===== config.mk =====
export PLATFORM = sky130hd
export DESIGN_NAME = uinm_top
export DESIGN_NICKNAME = d
export VERILOG_FILES = /design/src/uinm_pkg.sv /design/src/uinm_top.sv
export VERILOG_INCLUDE_DIRS = /design/src
export SDC_FILE = /design/constraint.sdc
export NUM_CORES = 1
export LEC_CHECK = 0
export ABC_AREA = 1
export BUFFER_PORTS_ARGS = -buffer_cell sky130_fd_sc_hd__buf_4
export CAP_MARGIN = 15
export CORE_ASPECT_RATIO = 0.75
export CORE_UTILIZATION = 30
export CTS_BUF_LIST = sky130_fd_sc_hd__clkbuf_2 sky130_fd_sc_hd__clkbuf_4 sky130_fd_sc_hd__clkbuf_8
export CTS_CLUSTER_DIAMETER = 100
export DETAILED_ROUTE_END_ITERATION = 6
export PLACE_DENSITY = 0.56
export SYNTH_ARGS = -nofsm -noshare
export SYNTH_HDL_FRONTEND = slang
export SYNTH_SLANG_ARGS = --single-unit
export TNS_END_PERCENT = 1

===== constraint.sdc =====
create_clock -name clk -period 1.7 [get_ports clk]
set_clock_uncertainty 0.1 [all_clocks]
set_input_delay 0.34 -clock clk [delete_from_list [all_inputs] [get_ports clk]]
set_output_delay 0.34 -clock clk [all_outputs]
set_load 0.01 [all_outputs]

===== src/uinm_consts.svh =====
// Register offsets, field positions and reset values of the serial port
// interrupt, modem and network section. Assumes an 8 ns clock and a 4-bit word address.
//
// Functional notes
// - Enable bit 3 lets any modem change flag raise the interrupt.
// - Enable bit 2 lets line error flags, status bits 3 to 1, interrupt.
// - Enable bit 1 gates the transmit buffer empty interrupt.
// - Enable bit 0 gates the receive buffer full interrupt.
// - Line status reports code 11, top priority, cleared by line status read.
// - Receive full reports code 10, priority 2, cleared by receive data read.
// - Transmit empty reports 01, cleared by transmit write or by a first identification register read that reports it.
// - Modem status reports 00, lowest priority, cleared by modem status read.
// - Loop-back forces serial output high and routes modem outputs to inputs.
// - Control bit 1 drives the send request pin inverted.
// - Control bit 0 drives the terminal ready pin inverted.
// - Carrier, set-ready and clear-to-send change flags set on change, clear on read.
// - Ring flag sets on ring input rising, clears on modem status read.
// - Divide bit 15 selects the fractional baud generator.
// - Multiplier in bits 12:11, zero means four; fraction in bits 10:0.
// - Network mode is active only while network control bit 7 is set.
// - Network mode disables parity checking; parity position carries the marker.
// - Network control bit 0 marks the sent word as address or data.
// - Bit 6 enables nine-bit transmit, only meaningful in network mode.
// - Bit 5 enables nine-bit receive, only meaningful in network mode.
// - Bit 3 selects nine-bit data word; software keeps transmit enable clear.
// - Bit 2 enables the serial output driver in network mode, else the pin floats; outside network mode it always drives.
// - An 8-bit node address register; a matching received address raises status.
// - Network identification reports match as 110, address sent empty as 101.
`ifndef UINM_CONSTS_SVH
`define UINM_CONSTS_SVH
`define UINM_A_IEN0 4'h0
`define UINM_A_IID0 4'h1
`define UINM_A_CON1 4'h2
`define UINM_A_STA1 4'h3
`define UINM_A_DIV2 4'h4
`define UINM_A_IEN1 4'h5
`define UINM_A_IID1 4'h6
`define UINM_A_ADR 4'h7
`define UINM_A_RX 4'h8
`define UINM_A_TX 4'h9
`define UINM_A_STA0 4'hA
`define UINM_B_MODEM_EN 3
`define UINM_B_LINE_EN 2
`define UINM_B_TXE_EN 1
`define UINM_B_RXF_EN 0
`define UINM_B_LOOP 4
`define UINM_B_OUT2 3
`define UINM_B_OUT1 2
`define UINM_B_RTS 1
`define UINM_B_DTR 0
`define UINM_B_FRAC_BAUD_EN 15
`define UINM_R_FBM 12:11
`define UINM_R_FBN 10:0
`define UINM_B_NETMODE 7
`define UINM_B_TX9 6
`define UINM_B_RX9 5
`define UINM_B_NETIRQ 4
`define UINM_B_WORD9 3
`define UINM_B_DRV 2
`define UINM_B_NET_ADDR_IRQ_POLARITY 1
`define UINM_B_NAB 0
`define UINM_R_LINE_ERR 3:1
`define UINM_FBM_ZERO_MULT 3'h4
`define UINM_RST_8 8'h00
`define UINM_RST_16 16'h0000
`define UINM_RST_IID 8'h01
`endif


===== src/uinm_pkg.sv =====
// Types shared by the serial port interrupt, modem and network section.
// Assumes the constants header is included by the design file.
package uinm_pkg;
   // Identification codes, pending bit low; priority is fixed by the selection logic.
   typedef enum logic [3:0] {
      UINM_ID_NONE = 4'b0001,
      UINM_ID_LINE = 4'b0110,
      UINM_ID_RXF = 4'b0100,
      UINM_ID_MATCH = 4'b1100,
      UINM_ID_ADDRTX = 4'b1010,
      UINM_ID_TXE = 4'b0010,
      UINM_ID_MODEM = 4'b0000
   } uinm_id_t;
endpackage : uinm_pkg


===== src/uinm_top.sv =====
// Interrupt, modem control and network address section of a serial port.
// Assumes the receiver, transmitter and baud generators sit outside and
// exchange one-cycle event pulses and levels with this block on clk.
`timescale 1ns/1ps
`include "uinm_consts.svh"
module uinm_top (
   // Clock and reset.
   input wire logic clk,
   input wire logic srst,
   // Register port.
   input wire logic [3:0] reg_addr,
   input wire logic [15:0] reg_wdata,
   input wire logic reg_wr,
   input wire logic reg_rd,
   output logic [15:0] reg_rdata,
   // Receiver and transmitter core.
   input wire logic [7:0] line_status,
   input wire logic line_err_evt,
   input wire logic rx_full_evt,
   input wire logic [8:0] rx_word,
   input wire logic tx_empty_evt,
   input wire logic tx_serial,
   input wire logic serial_in,
   input wire logic parity_en_in,
   output logic rx_serial,
   output logic rx_data_read,
   output logic tx_data_write,
   output logic [7:0] tx_data,
   output logic parity_check_en,
   output logic parity_is_marker,
   output logic tx_ninth_bit,
   output logic ninebit_tx_en,
   output logic ninebit_rx_en,
   output logic ninebit_word,
   // Baud generator selection.
   output logic frac_baud_en,
   output logic [2:0] frac_mult,
   output logic [10:0] frac_num,
   // Serial line and modem pins.
   output logic serial_out,
   output logic serial_out_oe,
   output logic rts_n,
   output logic dtr_n,
   input wire logic cts_n,
   input wire logic dsr_n,
   input wire logic ring_in_n,
   input wire logic dcd_n,
   // Interrupt request.
   output logic irq
);

   ////////////////////////////////////////////////////////////////////////////
   // Registers and decode.

   logic [7:0] irq_enable_r;
   logic [7:0] modem_ctrl_r;
   logic [15:0] frac_div_r;
   logic [7:0] net_ctrl_r;
   logic [7:0] node_addr_r;
   logic [3:0] modem_delta_r;
   logic [3:0] modem_prev_r;
   logic line_pend_r;
   logic rxf_pend_r;
   logic match_pend_r;
   logic txe_pend_r;
   logic addr_sent_r;
   logic [15:0] rdata_r;
   logic [7:0] tx_data_r;
   logic rx_read_r;
   logic tx_write_r;
   logic netmode;
   logic loopback;
   logic [3:0] modem_now;
   logic [3:0] modem_delta_set;
   logic match_hit;
   logic en_line;
   logic en_rxf;
   logic en_txe;
   logic en_modem;
   uinm_pkg::uinm_id_t id_code;
   logic [7:0] iid0_val;
   logic [7:0] iid1_val;
   logic wr_ien0;
   logic wr_con1;
   logic wr_div2;
   logic wr_ien1;
   logic wr_adr;
   logic wr_tx;
   logic rd_iid0;
   logic rd_sta1;
   logic rd_rx;
   logic rd_sta0;

   // Strobe decode; unmapped offsets read zero and ignore writes.
   assign wr_ien0 = reg_wr && (reg_addr == `UINM_A_IEN0);
   assign wr_con1 = reg_wr && (reg_addr == `UINM_A_CON1);
   assign wr_div2 = reg_wr && (reg_addr == `UINM_A_DIV2);
   assign wr_ien1 = reg_wr && (reg_addr == `UINM_A_IEN1);
   assign wr_adr = reg_wr && (reg_addr == `UINM_A_ADR);
   assign wr_tx = reg_wr && (reg_addr == `UINM_A_TX);
   assign rd_iid0 = reg_rd && (reg_addr == `UINM_A_IID0);
   assign rd_sta1 = reg_rd && (reg_addr == `UINM_A_STA1);
   assign rd_rx = reg_rd && (reg_addr == `UINM_A_RX);
   assign rd_sta0 = reg_rd && (reg_addr == `UINM_A_STA0);

   // Interrupt enable register.
   always_ff @(posedge clk)
   begin
      if (srst)
         irq_enable_r <= `UINM_RST_8;
      else if (wr_ien0)
         irq_enable_r <= reg_wdata[7:0];
   end

   // Modem control register; unused bits are kept so loop-back sees them.
   always_ff @(posedge clk)
   begin
      if (srst)
         modem_ctrl_r <= `UINM_RST_8;
      else if (wr_con1)
         modem_ctrl_r <= reg_wdata[7:0];
   end

   // Fractional divide register.
   always_ff @(posedge clk)
   begin
      if (srst)
         frac_div_r <= `UINM_RST_16;
      else if (wr_div2)
         frac_div_r <= reg_wdata;
   end

   // Network control register.
   always_ff @(posedge clk)
   begin
      if (srst)
         net_ctrl_r <= `UINM_RST_8;
      else if (wr_ien1)
         net_ctrl_r <= reg_wdata[7:0];
   end

   // Node address register.
   always_ff @(posedge clk)
   begin
      if (srst)
         node_addr_r <= `UINM_RST_8;
      else if (wr_adr)
         node_addr_r <= reg_wdata[7:0];
   end

   ////////////////////////////////////////////////////////////////////////////
   // Modem pins and status.

   assign loopback = modem_ctrl_r[`UINM_B_LOOP];
   assign netmode = net_ctrl_r[`UINM_B_NETMODE];

   // Pins idle high in loop-back so the far modem sees nothing.
   assign rts_n = loopback | ~modem_ctrl_r[`UINM_B_RTS];
   assign dtr_n = loopback | ~modem_ctrl_r[`UINM_B_DTR];

   // Status in true sense, order carrier, ring, set-ready, clear-to-send.
   always_comb
   begin
      if (loopback)
      begin
         modem_now = {modem_ctrl_r[`UINM_B_OUT2], modem_ctrl_r[`UINM_B_OUT1],
                      modem_ctrl_r[`UINM_B_DTR], modem_ctrl_r[`UINM_B_RTS]};
      end
      else
      begin
         modem_now = {~dcd_n, ~ring_in_n, ~dsr_n, ~cts_n};
      end
   end

   // Change detection per status input; ring flags only the pin's rising edge.
   genvar gi;
   generate
      for (gi = 0; gi < 4; gi++)
      begin : g_delta
         if (gi == 2)
         begin : g_ring
            assign modem_delta_set[gi] = modem_prev_r[gi] & ~modem_now[gi];
         end
         else
         begin : g_level
            assign modem_delta_set[gi] = modem_prev_r[gi] ^ modem_now[gi];
         end
      end
   endgenerate

   // Previous status sample.
   always_ff @(posedge clk)
   begin
      if (srst)
         modem_prev_r <= 4'h0;
      else
         modem_prev_r <= modem_now;
   end

   // Change flags clear on status read, but a change in that cycle survives.
   always_ff @(posedge clk)
   begin
      if (srst)
         modem_delta_r <= 4'h0;
      else if (rd_sta1)
         modem_delta_r <= modem_delta_set;
      else
         modem_delta_r <= modem_delta_r | modem_delta_set;
   end

   ////////////////////////////////////////////////////////////////////////////
   // Interrupt sources.

   // Line errors latch; a line status read clears unless a new error arrives.
   always_ff @(posedge clk)
   begin
      if (srst)
         line_pend_r <= 1'b0;
      else if (line_err_evt)
         line_pend_r <= 1'b1;
      else if (rd_sta0)
         line_pend_r <= 1'b0;
   end

   // Address match needs nine-bit receive with the marker seen as address.
   assign match_hit = rx_full_evt && netmode && net_ctrl_r[`UINM_B_RX9] &&
                      net_ctrl_r[`UINM_B_NETIRQ] &&
                      (rx_word[8] ^ net_ctrl_r[`UINM_B_NET_ADDR_IRQ_POLARITY]) &&
                      (rx_word[7:0] == node_addr_r);

   // Receive full and match pending; a receive data read clears both.
   always_ff @(posedge clk)
   begin
      if (srst)
         rxf_pend_r <= 1'b0;
      else if (rx_full_evt)
         rxf_pend_r <= 1'b1;
      else if (rd_rx)
         rxf_pend_r <= 1'b0;
   end

   always_ff @(posedge clk)
   begin
      if (srst)
         match_pend_r <= 1'b0;
      else if (match_hit)
         match_pend_r <= 1'b1;
      else if (rd_rx || rx_full_evt)
         match_pend_r <= 1'b0;
   end

   // Transmit empty clears on a data write or on a first identification register
   // read that reports it; a new empty event in that cycle wins.
   always_ff @(posedge clk)
   begin
      if (srst)
         txe_pend_r <= 1'b0;
      else if (tx_empty_evt)
         txe_pend_r <= 1'b1;
      else if (wr_tx || (rd_iid0 && (id_code == uinm_pkg::UINM_ID_TXE ||
               id_code == uinm_pkg::UINM_ID_ADDRTX)))
         txe_pend_r <= 1'b0;
   end

   // Remembers whether the last written word went out marked as an address.
   always_ff @(posedge clk)
   begin
      if (srst)
         addr_sent_r <= 1'b0;
      else if (wr_tx)
         addr_sent_r <= netmode & net_ctrl_r[`UINM_B_NAB];
   end

   // Enabled sources.
   assign en_line = line_pend_r & irq_enable_r[`UINM_B_LINE_EN];
   assign en_rxf = (rxf_pend_r | match_pend_r) & irq_enable_r[`UINM_B_RXF_EN];
   assign en_txe = txe_pend_r & irq_enable_r[`UINM_B_TXE_EN];
   assign en_modem = (|modem_delta_r) & irq_enable_r[`UINM_B_MODEM_EN];

   // Fixed priority: line, receive, transmit, modem.
   always_comb
   begin
      if (en_line)
         id_code = uinm_pkg::UINM_ID_LINE;
      else if (en_rxf && match_pend_r && netmode)
         id_code = uinm_pkg::UINM_ID_MATCH;
      else if (en_rxf)
         id_code = uinm_pkg::UINM_ID_RXF;
      else if (en_txe && addr_sent_r)
         id_code = uinm_pkg::UINM_ID_ADDRTX;
      else if (en_txe)
         id_code = uinm_pkg::UINM_ID_TXE;
      else if (en_modem)
         id_code = uinm_pkg::UINM_ID_MODEM;
      else
         id_code = uinm_pkg::UINM_ID_NONE;
   end

   // The first identification register carries only the two-bit code and the pending bit.
   assign iid0_val = {5'h00, id_code[2:1], id_code[0]};
   assign iid1_val = {4'h0, id_code};

   // Level output; stays high while any enabled source is uncleared.
   assign irq = en_line | en_rxf | en_txe | en_modem;

   ////////////////////////////////////////////////////////////////////////////
   // Read data and side-effect pulses.

   // Read data lands one cycle after the strobe.
   always_ff @(posedge clk)
   begin
      if (srst)
         rdata_r <= `UINM_RST_16;
      else if (reg_rd)
      begin
         case (reg_addr)
            `UINM_A_IEN0: rdata_r <= {8'h00, 4'h0, irq_enable_r[3:0]};
            `UINM_A_IID0: rdata_r <= {8'h00, iid0_val};
            `UINM_A_CON1: rdata_r <= {8'h00, modem_ctrl_r};
            `UINM_A_STA1: rdata_r <= {8'h00, modem_now, modem_delta_r};
            `UINM_A_DIV2: rdata_r <= {frac_div_r[15], 2'b00, frac_div_r[12:0]};
            `UINM_A_IEN1: rdata_r <= {8'h00, net_ctrl_r};
            `UINM_A_IID1: rdata_r <= {8'h00, iid1_val};
            `UINM_A_ADR: rdata_r <= {8'h00, node_addr_r};
            `UINM_A_RX: rdata_r <= {7'h00, rx_word};
            `UINM_A_STA0: rdata_r <= {8'h00, line_status};
            default: rdata_r <= `UINM_RST_16;
         endcase
      end
      else
         rdata_r <= `UINM_RST_16;
   end
   assign reg_rdata = rdata_r;

   // Notify the core of a data read or write, one cycle after the strobe.
   always_ff @(posedge clk)
   begin
      if (srst)
      begin
         rx_read_r <= 1'b0;
         tx_write_r <= 1'b0;
      end
      else
      begin
         rx_read_r <= rd_rx;
         tx_write_r <= wr_tx;
      end
   end

   // Transmit data holding.
   always_ff @(posedge clk)
   begin
      if (srst)
         tx_data_r <= `UINM_RST_8;
      else if (wr_tx)
         tx_data_r <= reg_wdata[7:0];
   end

   assign rx_data_read = rx_read_r;
   assign tx_data_write = tx_write_r;
   assign tx_data = tx_data_r;

   ////////////////////////////////////////////////////////////////////////////
   // Serial line, baud and word format controls.

   // Loop-back returns the transmit stream to the receiver and idles the line.
   assign rx_serial = loopback ? tx_serial : serial_in;
   assign serial_out = loopback | tx_serial;
   // Outside network mode the driver is always on.
   assign serial_out_oe = ~netmode | net_ctrl_r[`UINM_B_DRV];

   assign parity_check_en = parity_en_in & ~netmode;
   assign parity_is_marker = netmode;
   assign tx_ninth_bit = addr_sent_r;
   // Nine-bit modes only take effect inside network mode.
   assign ninebit_tx_en = netmode & net_ctrl_r[`UINM_B_TX9];
   assign ninebit_rx_en = netmode & net_ctrl_r[`UINM_B_RX9];
   assign ninebit_word = netmode & net_ctrl_r[`UINM_B_WORD9];

   assign frac_baud_en = frac_div_r[`UINM_B_FRAC_BAUD_EN];
   assign frac_mult = (frac_div_r[`UINM_R_FBM] == 2'b00) ? `UINM_FBM_ZERO_MULT
                      : {1'b0, frac_div_r[`UINM_R_FBM]};
   assign frac_num = frac_div_r[`UINM_R_FBN];

endmodule : uinm_top


* After elaboration in Yosys (flattened, before gate mapping)
Index checks and enable logic that the tools add are counted.
** Storage, ports and cells
- Logic and storage cells :: 110
- Flip-flop bits (word level) :: 83
- Bits of input ports :: 51
** Cells by class
- Multiplexer cells :: 19
- Reductions and logical operators :: 30
- Eq/ne operators :: 13
- Bitwise gates (word level) :: 32
** Operators by type and width (count)
- 16-bit one-hot mux with 10 select lines :: 1
- 4-bit two-way mux :: 6
- 1-bit logical AND :: 19
- 4-bit by 3-bit equality test with 1-bit output, second input constant :: 4
- 4-bit equality test, second input constant :: 4
- 4-bit by 2-bit equality test with 1-bit output, second input constant :: 3
- 1-bit bitwise AND :: 10
- 1-bit two-way mux :: 10
- 1-bit inverter :: 9
- 8-bit equality test :: 1
- 1-bit OR :: 8
- 2-bit nonzero test :: 4
- 4-bit by 1-bit equality test with 1-bit output, second input constant :: 1
- 4-bit zero test :: 1
- 4-bit OR :: 1
- 4-bit OR reduction :: 1
- 1-bit XOR :: 4
- 1-bit logical OR :: 3
- 3-bit two-way mux :: 1
- 2-bit zero test :: 1
- 2-bit two-way mux :: 1
- 2-bit OR reduction :: 1

* Logic depth before layout (Yosys ltp)
- Depth in word-level cells :: 14
- Mapped depth :: 9

* Least setup slack after synthesis
Ideal clock, no wire load.
- Path kind :: register to output
- Start point :: register modem_ctrl_r[4]
- End point :: output port rx_serial
- Path buffers :: 1
- Path slack :: 0.293 ns
- Data arrival time :: 0.967 ns
- Cell stages (with the launch flop) :: 4
- Cells stage by stage :: dfxtp_1 -> clkbuf_1 -> inv_1 -> o21ai_0
** Between the ends
- Longest elaborated chain between the ends :: 1
** RTL lines
- start: declaration :: line uinm_top.sv:56 : logic [7:0] modem_ctrl_r;
- start signal: assignment :: line uinm_top.sv:119 : modem_ctrl_r <= `UINM_RST_8;
- start signal: assignment :: line uinm_top.sv:121 : modem_ctrl_r <= reg_wdata[7:0];
- 1-bit two-way mux :: line uinm_top.sv:367 : assign rx_serial = loopback ? tx_serial : serial_in;
- end: declaration :: line uinm_top.sv:25 : output logic rx_serial,
No other way between the ends.

* Worst setup path after layout
- Start point :: register rxf_pend_r
- End point :: output port irq
** Between the ends
- Longest elaborated chain between the ends :: 5
** RTL lines
- start: declaration :: line uinm_top.sv:63 : logic rxf_pend_r;
- start signal: assignment :: line uinm_top.sv:235 : rxf_pend_r <= 1'b0;
- start signal: assignment :: line uinm_top.sv:237 : rxf_pend_r <= 1'b1;
- start signal: assignment :: line uinm_top.sv:239 : rxf_pend_r <= 1'b0;
- 1-bit OR :: line uinm_top.sv:276 : assign en_rxf = (rxf_pend_r | match_pend_r) & irq_enable_r[`UINM_B_RXF_EN];
- 1-bit bitwise AND :: line uinm_top.sv:276
- 1-bit OR (3 in series) :: line uinm_top.sv:304 : assign irq = en_line | en_rxf | en_txe | en_modem;
- end: declaration :: line uinm_top.sv:49 : output logic irq
No other way between the ends.

==> summary.txt <==
Yosys
  – Post-synthesis sequential area ratio: 42.80%
  – Synth area leader: dfxtp_1
  – Netlist cell types: 23
  – Most used DFF post-synth: dfxtp_1
  – Cells after Synth: 557
  – Mean Syn Cell Area: between 6 and 7 um2
  – Post-Syn Area: 3695 um2
  – Post-synth top cells: 149 x nand2_1, 79 x dfxtp_1, 72 x nor2_1
  – Number of synthesized register bits: 79
  – YS warnings: 0
  – Most instantiated library cell after synthesis: nand2_1
  – Post-synth EDFFs: 0
  – Dominant cells by area after synthesis: dfxtp_1 43%, nand2_1 15%, nor2_1 7.3%
  – Share of flip-flops with an asynchronous set or reset: 0%
  – Share of the synthesized area in the top cell type: 42.80%

Power
  – Switch share: 28.11%
  – Clock group share of total power: around a third
  – Logic pwr share: roughly an eighth
  – Leakage Power: 2.284 nW
  – Share of power burned in registers: 52.7%
  – Power per cell area: 743.4 nW/um2
  – Power Total: between 3 and 4 mW
  – Psw: between 1 and 1.5 mW
  – Peak VDD IR: 0.4846 mV
  – Pint: around 2.6 mW

Placement
  – RD Place Congestion: 0.8424
  – Port buffer count: 99
  – Hpwl dp: around 9500 um
  – Placed cells: about 800
  – Setup WS pre-CTS: 0.04131 ns

Setup path
  – Crit path max-delay family: flip-flops
  – CP arrival: 1.24 ns
  – Cell count along the critical path: 5
  – Req. time, crit path: 1.26 ns
  – CP Cell Sequence: o21ai_2 -> nand2_2 -> inv_2 -> nand3_2 -> buf_6
  – Crit end category: output pin
  – Critical-path maximum fanout: 3
  – Crit path buf inv count: 2
  – Slowest-stage cell, CP: dfxtp_2
  – WS Path Type: register to output pin
  – Critical path's largest stage delay: ~0.34 ns
  – CP Launch Type: register
  – Depth of the worst register-to-register path: 5

Clocking
  – CTS Sinks: 79
  – Inserted Clock Buffers: 9
  – Clock transition at path regs: 0.09 ns
  – H-tree Lvls: 3
  – TritonCTS clock tree: built
  – Root Buffer: clkbuf_8
  – Hold Buf Count CTS: 0
  – CTS max path bufs: 2
  – Clk_lat worst skew: roughly 0.36 ns

Timing
  – Final min period: 1.676 ns
  – Pins over their slew limit: 0
  – Achievable frequency: 596.6 MHz
  – RSZ-0062 raised after global routing: yes
  – Final worst slack: 0.02381 ns
  – Final Setup Violations: 0
  – Final TNS setup: 0 ns
  – Ratio of final minimum period to clock period: 98.60%
  – Final hold violation count: 0

Floorplanning
  – Die area: between 10000 and 15000 um2
  – Initial Util: 31.35%
  – Row count: 34
  – Core area: roughly 12000 um2
  – Top Ports: roughly 100
  – Die Y-Extent: just under 100 um
  – Die width: 130.1 um

Global route
  – Vias in the first global route: 3545
  – Initial antenna violation count: 0
  – First-pass GRT wire length: approximately 19000 um
  – All-Layer GR Usage: 20.14%
  – Largest net degree at the start of global routing: 34
  – Total grt overflow: 0

Route
  – Routed Antenna Nets: 0
  – DRC: 0
  – Via density: ~4.7
  – Initial DRC Count: about 210
  – Pre-antenna DRT Iters: 5
  – Vias: 3904
  – Final wirelength: 12330 um
  – Routed len/inst: about 15 um

Worst hold path
  – Worst Hold Path Cells: 3
  – Hold WC Path Type: input port to register

Finish
  – N_diodes: 0
  – Fraction of layout cells with a size suffix above 1: 26.53%
  – Fin nets: 717
  – Post-route insts no fill: 833
  – Layout area overhead: 33.09%

Flow run
  – Max Cap Viol: 0

Run status
  – Outcome: completed
## kinds of logic (layout without fill, tap and decap cells)
kind of cell,count (synthesis),count (layout),synth area share (%)
flip-flops,79,79,42.80
XOR/XNOR,5,5,1.185
AO/OA/AOI/OAI,97,97,13.34
buffers and inverters,87,200,10.50
other,1,2,0.1015
AND/OR/NAND/NOR,288,288,32.07
## worst reg2reg max path: cells and delay by family (launching register included)
| kind | cells | cell delay [ns] |
|---|---|---|
| AO/OA/AOI/OAI | 2 | 0.46 |
| flip-flops | 1 | 0.38 |
| AND/OR/NAND/NOR | 3 | 0.33 |
## path summary, 6_finish.rpt
check,slack (ns),endpoint,from
setup / recovery,0.02,irq,rxf_pend_r
hold / removal,0.09,line_pend_r,line_err_evt
setup reg to reg,0.38,reg_rdata[4],modem_ctrl_r[4]
hold reg to reg,0.35,modem_delta_r[2],modem_prev_r[2]
## routing by layer
metal / GRT usage (%) / wire length [um]
met5: 0 / 0
met4: 3.488 / 126
met3: 6.630 / 1148
met2: 28.68 / 5083
met1: 29.44 / 5968
## power by group through the flow
stage	sequential [mW]	clock [mW]	combinational (mW)
global route	1.93	1.40	0.517
detailed placement	1.97	0	0.461
finish	1.93	1.26	0.467
CTS	1.93	1.31	0.463
floorplan	1.96	0	0.216
global placement	1.97	0	0.457
## placed cells by master, fill, tap and decap left out
| cell type | count |
|---|---|
| nor3_1 | 5 |
| o21bai_1 | 1 |
| nand3_1 | 49 |
| dfxtp_1 | 73 |
| nand2_2 | 3 |
| clkinv_4 | 2 |
| nand4_1 | 1 |
| inv_2 | 8 |
| nand3_2 | 1 |
| o21ai_1 | 11 |
| or2_2 | 1 |
| a32o_1 | 1 |
| buf_6 | 1 |
| dfxtp_2 | 4 |
| buf_4 | 130 |
| clkinv_2 | 3 |
| nor2_4 | 1 |
| dfxtp_4 | 2 |
| clkinvlp_4 | 1 |
| inv_1 | 44 |
| xnor2_1 | 3 |
| inv_6 | 1 |
| nand2_1 | 147 |
| xor2_1 | 2 |
| nor2_2 | 9 |
| nor2_1 | 71 |
| o21ai_0 | 33 |
| buf_12 | 1 |
| clkbuf_8 | 9 |
| o21ai_2 | 1 |
| conb_1 | 2 |
| a21oi_1 | 50 |
## per-stage QoR
step	area, um2	hold slack [ns]	util [%]
detailed placement	4697	0.3430	39.86
global route	4917	0.1097	41.73
global placement	4697	0.3360	39.86
floorplan	3699	0.3289	-
CTS	4877	0.07850	41.39
finish	4917	0.08791	41.73
## repair_timing
item                                    in CTS  in global routing
endpoints found under the setup margin       3                  3
setup buffers                                0                  2
pin swaps                                    1                  4
gates resized for setup                      5                 13
## registers in the layout (all words and copies together), names as in the netlist
| register | cells |
|---|---|
| frac_div_r | 14 |
| irq_enable_r | 4 |
| line_pend_r | 1 |
| match_pend_r | 1 |
| modem_ctrl_r | 8 |
| modem_delta_r | 4 |
| modem_prev_r | 4 |
| net_ctrl_r | 8 |
| node_addr_r | 8 |
| reg_rdata | 14 |
| rx_data_read | 1 |
| rxf_pend_r | 1 |
| tx_data | 8 |
| tx_data_write | 1 |
| tx_ninth_bit | 1 |
| txe_pend_r | 1 |
## final cells by class
cell class              instances  area (um2)
multi-input cells             392        1745
well taps                     162       202.7
clock buffers                   9       123.9
inverters                      52       195.2
clock inverters                 7       48.80
repair buffers                132        1007
flip-flops and latches         79        1594
fillers                      1246        6867
Note: power is estimated with default switching activity, not from simulation.
